**src/common/pfr_pkg.sv**
```systemverilog
/*
  Constants, reset values, field positions and lookup helpers for the fan start and ramp block.
  Assumes a 100 MHz clock and a 32-bit Avalon-MM slave with word-indexed registers.
*/
`default_nettype none
package pfr_pkg;
  // register indexes, byte address is four times the index
  localparam logic [7:0] IDX_CFG6 = 8'h10;
  localparam logic [7:0] IDX_CUR_DUTY = 8'h32;
  localparam logic [7:0] IDX_TEMP = 8'h33;
  localparam logic [7:0] IDX_PECI_CFG = 8'h36;
  localparam logic [7:0] IDX_START = 8'h3B;
  localparam logic [7:0] IDX_RANGE = 8'h3C;
  localparam logic [7:0] IDX_CFG1 = 8'h40;
  localparam logic [7:0] IDX_MIN_DUTY = 8'h64;
  localparam logic [7:0] IDX_CFG5 = 8'h7C;
  // reset values
  localparam logic [7:0] START_RST = 8'hE0;
  localparam logic [7:0] RANGE_RST = 8'hC0;
  localparam logic [7:0] CFG1_RST = 8'h04;
  localparam logic [7:0] PECI_CFG_RST = 8'h00;
  localparam logic [7:0] CFG5_RST = 8'h00;
  localparam logic [7:0] CFG6_RST = 8'h00;
  localparam logic [7:0] MIN_DUTY_RST = 8'h80;
  // field positions
  localparam int LOCK_BIT = 1;
  localparam int ENC_BIT = 0;
  localparam int ALT_BIT = 7;
  localparam int RAMP_MSB = 2;
  localparam int AVG_MSB = 2;
  // timing
  localparam int CLK_PERIOD_NS = 10;
  localparam int PECI_READ_TIME_NS = 1000;
  localparam int READ_CYCLES = (PECI_READ_TIME_NS + CLK_PERIOD_NS - 1) / CLK_PERIOD_NS;
  // duty gained per degree above the start temperature
  localparam logic [4:0] SLOPE_PER_DEG = 5'h08;
  // slower table ratio, 37.5 s against 52.2 s
  localparam logic [9:0] ALT_NUM = 10'h177;
  localparam logic [9:0] ALT_DEN = 10'h20A;
  localparam logic [7:0] PWM_LAST = 8'hFE;

  typedef enum logic [0:0] {
    PFR_BUS_IDLE = 1'b0,
    PFR_BUS_ACK = 1'b1
  } pfr_bus_state_type;

  // duty step per refresh for each ramp code
  function automatic logic [7:0] pfr_step(input logic [2:0] code);
    case (code)
      3'h0: pfr_step = 8'h01;
      3'h1: pfr_step = 8'h02;
      3'h2: pfr_step = 8'h03;
      3'h3: pfr_step = 8'h04;
      3'h4: pfr_step = 8'h08;
      3'h5: pfr_step = 8'h0C;
      3'h6: pfr_step = 8'h18;
      default: pfr_step = 8'h30;
    endcase
  endfunction

  // number of peci readings per refresh; reserved code treated as longest
  function automatic logic [16:0] pfr_reads(input logic [2:0] code);
    case (code)
      3'h0: pfr_reads = 17'h00010;
      3'h1: pfr_reads = 17'h00800;
      3'h2: pfr_reads = 17'h01000;
      3'h3: pfr_reads = 17'h02000;
      3'h4: pfr_reads = 17'h04000;
      3'h5: pfr_reads = 17'h08000;
      default: pfr_reads = 17'h10000;
    endcase
  endfunction
endpackage
`default_nettype wire

```
**src/rtl/pfr_fan_ramp.sv**
```systemverilog
/*
  Peci-driven fan start and duty ramp with its Avalon-MM register slave.
  Assumes a synchronous peci temperature input and a master that holds requests until waitrequest is low.
*/
// Notes on behaviour
// - above start temperature, run minimum then slope
// - start temperature resets to 0xE0
// - lock makes start temperature read-only
// - ramp code limits duty change rate
// - codes map to steps 1..48
// - normal table gives 37.5 to 0.8 s
// - ramp paced by peci refresh rate
// - ramp register resets 0xC0, locked writes fail
// - encoding bit selects twos or offset-64
// - refresh interval equals smoothing interval
`default_nettype none
module pfr_fan_ramp import pfr_pkg::*; #(
  parameter int READ_CYCLES_P = READ_CYCLES
) (
  input wire logic clk,
  input wire logic rst,
  input wire logic [9:0] avs_address,
  input wire logic avs_read,
  input wire logic avs_write,
  input wire logic [31:0] avs_writedata,
  input wire logic [3:0] avs_byteenable,
  output logic [31:0] avs_readdata,
  output logic avs_waitrequest,
  input wire logic [7:0] peci_temperature,
  output logic [7:0] fan_duty,
  output logic fan_pwm_output
);
  // bus state
  pfr_bus_state_type bus_q, bus_d;
  logic [31:0] rdata_q, rdata_d;
  logic wait_q, wait_d;
  // registers
  logic [7:0] start_q, start_d;
  logic [7:0] range_q, range_d;
  logic [7:0] cfg1_q, cfg1_d;
  logic [7:0] peci_cfg_q, peci_cfg_d;
  logic [7:0] cfg5_q, cfg5_d;
  logic [7:0] cfg6_q, cfg6_d;
  logic [7:0] min_duty_q, min_duty_d;
  // control path
  logic [31:0] cnt_q, cnt_d;
  logic refresh_q, refresh_d;
  logic [9:0] acc_q, acc_d;
  logic [7:0] target_q, target_d;
  logic [7:0] duty_q, duty_d;
  logic [7:0] pwm_cnt_q, pwm_cnt_d;
  logic pwm_q, pwm_d;

  logic [7:0] idx;
  logic wr_fire;
  logic lock;
  logic step_en;
  logic [7:0] step;
  logic [31:0] interval;
  logic signed [9:0] temp_s, start_s, diff;
  logic above;
  logic [13:0] raw_target;
  logic [10:0] acc_sum;

  assign idx = avs_address[9:2];
  assign wr_fire = (bus_q == PFR_BUS_ACK) && avs_write && avs_byteenable[0];
  assign lock = cfg1_q[LOCK_BIT];

  // bus handshake: one wait cycle, then a single answer cycle
  always_comb begin
    bus_d = bus_q;
    wait_d = 1'b1;
    rdata_d = rdata_q;
    case (bus_q)
      PFR_BUS_IDLE: begin
        if (avs_read || avs_write) begin
          bus_d = PFR_BUS_ACK;
          wait_d = 1'b0;
          case (idx)
            IDX_CFG6: rdata_d = {24'h0, cfg6_q};
            IDX_CUR_DUTY: rdata_d = {24'h0, duty_q};
            IDX_TEMP: rdata_d = {24'h0, peci_temperature};
            IDX_PECI_CFG: rdata_d = {24'h0, peci_cfg_q};
            IDX_START: rdata_d = {24'h0, start_q};
            IDX_RANGE: rdata_d = {24'h0, range_q};
            IDX_CFG1: rdata_d = {24'h0, cfg1_q};
            IDX_MIN_DUTY: rdata_d = {24'h0, min_duty_q};
            IDX_CFG5: rdata_d = {24'h0, cfg5_q};
            default: rdata_d = 32'h0000_0000;
          endcase
        end
      end
      PFR_BUS_ACK: bus_d = PFR_BUS_IDLE;
      default: bus_d = PFR_BUS_IDLE;
    endcase
  end

  // register writes, locked ones dropped
  always_comb begin
    start_d = start_q;
    range_d = range_q;
    cfg1_d = cfg1_q;
    peci_cfg_d = peci_cfg_q;
    cfg5_d = cfg5_q;
    cfg6_d = cfg6_q;
    min_duty_d = min_duty_q;
    if (wr_fire) begin
      case (idx)
        IDX_START: if (!lock) start_d = avs_writedata[7:0];
        IDX_RANGE: if (!lock) range_d = avs_writedata[7:0];
        IDX_PECI_CFG: if (!lock) peci_cfg_d = avs_writedata[7:0];
        IDX_CFG1: cfg1_d = avs_writedata[7:0] | {6'h00, lock, 1'b0}; // only the lock is sticky
        IDX_CFG5: cfg5_d = avs_writedata[7:0];
        IDX_CFG6: cfg6_d = avs_writedata[7:0];
        IDX_MIN_DUTY: if (!lock) min_duty_d = avs_writedata[7:0];
        default: start_d = start_q;
      endcase
    end
  end

  // temperatures as signed degrees
  always_comb begin
    if (cfg5_q[ENC_BIT]) begin
      temp_s = $signed({2'b00, peci_temperature}) - 10'sd64;
      start_s = $signed({2'b00, start_q}) - 10'sd64;
    end else begin
      temp_s = $signed({{2{peci_temperature[7]}}, peci_temperature});
      start_s = $signed({{2{start_q[7]}}, start_q});
    end
    diff = temp_s - start_s;
    above = (diff > 10'sd0);
    raw_target = {6'h00, min_duty_q} + (14'(diff[8:0]) * 14'(SLOPE_PER_DEG)); // full-width product
  end

  // refresh pacing and ramp stepping
  always_comb begin
    interval = 32'(pfr_reads(peci_cfg_q[AVG_MSB:0]) * READ_CYCLES_P);
    refresh_d = 1'b0;
    cnt_d = cnt_q + 32'h1;
    if (cnt_q >= interval - 32'h1) begin
      cnt_d = 32'h0;
      refresh_d = 1'b1;
    end
    acc_sum = {1'b0, acc_q} + {1'b0, ALT_NUM};
    acc_d = acc_q;
    step_en = 1'b0;
    if (refresh_q) begin
      if (cfg6_q[ALT_BIT]) begin
        if (acc_sum >= {1'b0, ALT_DEN}) begin
          acc_d = 10'(acc_sum - {1'b0, ALT_DEN});
          step_en = 1'b1;
        end else begin
          acc_d = acc_sum[9:0];
        end
      end else begin
        step_en = 1'b1;
      end
    end
    // target: off below start, minimum then slope above
    if (!above) begin
      target_d = 8'h00;
    end else if (raw_target > 14'h00FF) begin
      target_d = 8'hFF;
    end else begin
      target_d = raw_target[7:0];
    end
    step = pfr_step(range_q[RAMP_MSB:0]);
    duty_d = duty_q;
    if (step_en) begin
      if (duty_q < target_q) begin
        duty_d = ((target_q - duty_q) <= step) ? target_q : duty_q + step;
      end else if (duty_q > target_q) begin
        duty_d = ((duty_q - target_q) <= step) ? target_q : duty_q - step;
      end
    end
    // pwm wave with period of 255 clocks
    pwm_cnt_d = (pwm_cnt_q == PWM_LAST) ? 8'h00 : pwm_cnt_q + 8'h01;
    pwm_d = (pwm_cnt_q < duty_q);
  end

  // state registers
  always_ff @(posedge clk or posedge rst) begin
    if (rst) begin
      bus_q <= PFR_BUS_IDLE;
      wait_q <= 1'b1;
      rdata_q <= 32'h0000_0000;
      start_q <= START_RST;
      range_q <= RANGE_RST;
      cfg1_q <= CFG1_RST;
      peci_cfg_q <= PECI_CFG_RST;
      cfg5_q <= CFG5_RST;
      cfg6_q <= CFG6_RST;
      min_duty_q <= MIN_DUTY_RST;
      cnt_q <= 32'h0;
      refresh_q <= 1'b0;
      acc_q <= 10'h000;
      target_q <= 8'h00;
      duty_q <= 8'h00;
      pwm_cnt_q <= 8'h00;
      pwm_q <= 1'b0;
    end else begin
      bus_q <= bus_d;
      wait_q <= wait_d;
      rdata_q <= rdata_d;
      start_q <= start_d;
      range_q <= range_d;
      cfg1_q <= cfg1_d;
      peci_cfg_q <= peci_cfg_d;
      cfg5_q <= cfg5_d;
      cfg6_q <= cfg6_d;
      min_duty_q <= min_duty_d;
      cnt_q <= cnt_d;
      refresh_q <= refresh_d;
      acc_q <= acc_d;
      target_q <= target_d;
      duty_q <= duty_d;
      pwm_cnt_q <= pwm_cnt_d;
      pwm_q <= pwm_d;
    end
  end

  assign avs_readdata = rdata_q;
  assign avs_waitrequest = wait_q;
  assign fan_duty = duty_q;
  assign fan_pwm_output = pwm_q;
endmodule // pfr_fan_ramp
`default_nettype wire

```
**config.mk**
```make
export PLATFORM = sky130hd
export DESIGN_NAME = pfr_fan_ramp
export DESIGN_NICKNAME = d
export VERILOG_FILES = /design/src/common/pfr_pkg.sv /design/src/rtl/pfr_fan_ramp.sv
export SDC_FILE = /design/constraint.sdc
export NUM_CORES = 1
export LEC_CHECK = 0
export ABC_CLOCK_PERIOD_IN_PS = 10200
export BUFFER_PORTS_ARGS = -buffer_cell sky130_fd_sc_hd__buf_2
export CAP_MARGIN = 20
export CORE_MARGIN = 5
export CORE_UTILIZATION = 50
export CTS_CLUSTER_SIZE = 12
export DETAILED_ROUTE_END_ITERATION = 12
export PLACE_DENSITY = 0.69
export REMOVE_ABC_BUFFERS = 1
export SLEW_MARGIN = 25
export SYNTH_ARGS = -nofsm -noshare
export SYNTH_HDL_FRONTEND = slang
export SYNTH_SLANG_ARGS = --single-unit
```
**constraint.sdc**
```tcl
create_clock -name clk -period 10.2 [get_ports clk]
set_input_delay 0.51 -clock clk [delete_from_list [all_inputs] [get_ports clk]]
set_output_delay 0.51 -clock clk [all_outputs]
set_load 0.005 [all_outputs]
```
==> impl_results.rst <==
.. list-table::
   :header-rows: 1

   * - Metric
     - Value
   * - Total CTS buffers
     - 17
   * - Kind of end point of the critical path
     - flip-flop
   * - Dominant combinational cell family by area after synthesis
     - simple AND/OR/NAND/NOR gates
   * - Critical-path cell with the highest stage delay
     - dfrtp_1
   * - Half-perimeter wire length after placement
     - 16800 µm
   * - Worst setup slack after layout
     - 5390 ps
   * - Worst slack at placement
     - 5400 ps
   * - Overall fraction of global-route tracks in use
     - slightly above 20%
   * - Total count of max-transition violations in the final report
     - 0
   * - End point of the critical path
     - cnt_q[8]
   * - Most numerous cell in the Yosys netlist
     - dfrtp_1
   * - Deepest level of the CTS H-tree
     - 4
   * - Cell Count Post-Placement
     - 1336
   * - Required time of the worst setup path
     - approximately 11000 ps
   * - Detailed-route wire length per cell
     - approximately 16 µm
   * - Filler Cells Inserted
     - approximately 1800
   * - Detailed-route via count
     - roughly 7700
   * - Setup repair after global routing missed its margin
     - no
   * - DRT Wirelength
     - between 20000 and 25000 µm
   * - Bufs on Longest Clock Path
     - 2
   * - Post-layout minimum cycle time
     - slightly below 5000 ps
   * - Count of endpoints failing hold in the final timing report
     - 0
   * - Biggest area consumer among synthesized cells
     - dfrtp_1
   * - Reg2reg path depth
     - 17
   * - Leading cell types by total area after synthesis
     - dfrtp_1 32%, ha_1 12%, mux2_2 6.3%
   * - Area of the die
     - 22800 µm²
   * - Clock transition at the registers of the reported paths
     - 60 ps
   * - Most common cell type on the critical path
     - ha_1
   * - Final setup violation count
     - 0
   * - Flip-flop count of the largest register, all copies and words added
     - 32
   * - Clk_lat worst skew
     - 420 ps
   * - Reg-to-reg slack, setup
     - approximately 5400 ps
   * - Port bufs
     - 46
   * - Sum of negative setup slack
     - 0 ps
   * - Maximum number of pins on one net before global-route repair
     - 71
   * - Wire length of the first global-routing pass
     - between 30000 and 40000 µm
   * - Antenna cell count
     - 0
   * - Critical path type
     - reg -> reg
   * - Vias/cell
     - ~5.6
   * - Mux share of post-synthesis cell area
     - under 10%
   * - PwrDens
     - approximately 130 nW/µm²
   * - Max Cap Violations
     - 0
   * - Peak fanout along the critical path
     - 28
   * - Violation count after the first detailed-routing iteration
     - 514
   * - Cell row count
     - slightly above 50
   * - Number of flops mapped to enable cells by yosys
     - 0
   * - Class of the worst hold path
     - in -> async
   * - Critical Path Start
     - peci_cfg_q[2]
   * - Share of layout cells above drive strength 1
     - 15.5%
   * - Num ports
     - 100
   * - Post-route non-filler standard cell count
     - 1368
   * - Final Wtd Congestion
     - 0.880
   * - Die outline height
     - around 150 µm
   * - Number of global-route vias before repair
     - 7476
   * - Share of synthesized cell area in and, or, nand and nor gates
     - 16.1%
   * - X dimension of the die
     - 151 µm
   * - Area delta synth->final
     - 9.51%
   * - Proportion of synthesized chip area in sequential cells
     - between 30% and 40%
   * - Result of the run
     - completed
   * - Starting utilization of the core area
     - 50.9%
   * - Chain of cells forming the critical path
     - nor2b_1, inv_1, nor2_1, ha_1, ha_1, ha_1, ha_1, xnor2_1, o41ai_1, xnor2_1, ha_1, a211o_1, a21oi_1, o31ai_1, a21o_1, a31o_2, nor2_1
   * - RR Startpoint
     - peci_cfg_q[2]
   * - Yosys warning total
     - 0
   * - Count of nets left with antenna violations after detail routing
     - 0
   * - Post-synth top cells
     - 126 x dfrtp_1, 104 x nor2_1, 99 x ha_1
   * - Met1 Resource Use GR
     - between 20 and 30%
   * - # Post-CTS Setup Buffers
     - 0
   * - Combined area of all synthesized cells
     - about 10000 µm²
   * - Flop and latch count out of synthesis
     - 134
   * - First-pass iteration count of the detailed router
     - 10
   * - Data arrival time of the critical path
     - approximately 5200 ps
   * - Gr ovfl total
     - 0
   * - Synthesized-area fraction occupied by ao, oa, aoi and oai cells
     - between 15 and 20%
   * - Hold-fix buffer count after cts
     - 0
   * - Fraction of registers with async set/reset
     - 100%
   * - Relative slew margins
     - 42.0%
   * - Stage delay of the slowest cell on the critical path
     - 530 ps
   * - Total Nets Final
     - about 1300
   * - Top flop regs
     - cnt_q: 32 flops, acc_q: 10 flops
   * - Endpoint of the most critical register-to-register path
     - cnt_q[8]
   * - Average instance area after synthesis
     - between 9 and 10 µm²
   * - Number of instances resized during post-cts repair
     - 0
   * - Distinct cells, synth
     - 84
   * - Register with the most flip-flops
     - cnt_q
   * - Most used routing layer in global routing
     - met2
   * - CP startpoint kind
     - flip-flop
   * - Static Leakage
     - 5.32 nW
   * - Crit share post-route
     - 47.2%
   * - GR Layer Usage met2
     - between 30% and 40%
   * - Clock Sink Count
     - between 100 and 150
   * - Min Hold Slack
     - just under 200 ps
   * - Max Fclk
     - ~210 MHz
   * - Post-Synth XOR/XNOR Area
     - 6.35%
   * - Setup skew after layout
     - between 8 and 9 ps
   * - Cell at the root of the clock tree
     - clkbuf_16
   * - Actual transition at the worst max-transition pin
     - between 800 and 900 ps
   * - Clock tree from TritonCTS
     - built
   * - Adder-cell share of the synthesized area
     - 13.9%
   * - Primary FF master, synth
     - dfrtp_1
   * - Instance count of the mapped netlist
     - roughly 1100
   * - Number of design rule violations left after detail routing
     - 0
   * - Share of the core filled with cells in the final layout
     - around 56%
   * - Initial antenna violation count
     - 0
   * - Floorplan core area
     - ~20000 µm²
   * - Area share of the largest cell type after synthesis
     - 31.7%
   * - Met3 layer usage reported by global route
     - just over 3%
   * - Peak supply drop
     - about 0.11 mV
[per-stage QoR]
stage	total power [mW]	area, µm²
finish	1.41	10900
global route	1.48	10900
CTS	1.42	10900
detailed placement	0.786	10300
global placement	0.782	10300
floorplan	0.724	9670
[layout by cell type, fill, tap and decap left out, types with 6 or more instances in the layout]
cell type	instances
a21oi_1	40
o21a_1	13
mux2_2	56
a222oi_1	16
nor3_1	17
buf_2	46
dfstp_2	8
and3_1	10
o22ai_1	6
nand2b_1	8
ha_1	99
dfrtp_1	126
nor2_1	104
inv_1	75
nor4_1	8
clkbuf_16	17
xnor2_1	38
mux2i_1	11
or3_1	6
nor2b_1	12
o21bai_1	6
nand3_1	29
o21ai_0	53
nor3b_1	6
a21o_1	19
and2_1	11
conb_1	25
xor2_1	34
nand4_1	14
nand2_1	73
fa_1	7
[routing by layer]
metal	vias up	wire length [µm]
li1	3792	-
met1	3683	10600
met2	176	10200
met3	23	950
met4	0	350
met5	-	0
[cell families after synthesis]
group,after synthesis
AOI/OAI and AO/OA,220
xor gates and xnor gates,72
adders and majority gates,106
buffers and inverters,133
DFF,134
muxes,67
other,1
and+or+nand+nor,321
[worst min-delay path by stage]
stage	endpoint	start
2_1_floorplan	cnt_q[0]	cnt_q[0]
3_3_place_gp	avs_readdata[2]	avs_readdata[2]
3_5_place_dp	avs_readdata[7]	avs_readdata[7]
4_1_cts	cnt_q[25]	rst
5_1_grt	cnt_q[26]	rst
6_report	cnt_q[24]	rst
[cell type report]
cell class	instances	area (µm²)	area share [%]
well taps	265	332	3.05
flip-flops and latches	134	3360	30.9
repair buffers	50	260	2.39
multi-input cells	811	6030	55.4
clock buffers	19	433	3.98
clock inverters	13	173	1.59
inverters	76	290	2.67
[power by group]
| group | leakage [nW] | internal (mW) | switching (mW) | total [mW] |
|---|---|---|---|---|
| Combinational | 3.26 | 0.0903 | 0.132 | 0.222 |
| Clock | 0.281 | 0.388 | 0.242 | 0.630 |
| Sequential | 1.78 | 0.543 | 0.0118 | 0.555 |
| Total | 5.32 | 1.02 | 0.386 | 1.41 |
[critical path, delay by kind of cell (launching register included)]
family | cells | cell delay, ps
AO/OA/AOI/OAI | 6 | 1580
adder cells (fa/ha/maj) | 5 | 1450
AND/OR/NAND/NOR | 3 | 700
flip-flops | 1 | 530
XOR/XNOR | 2 | 330
buffers and inverters | 1 | 140
No activity file was read; power rests on OpenSTA's default activity.
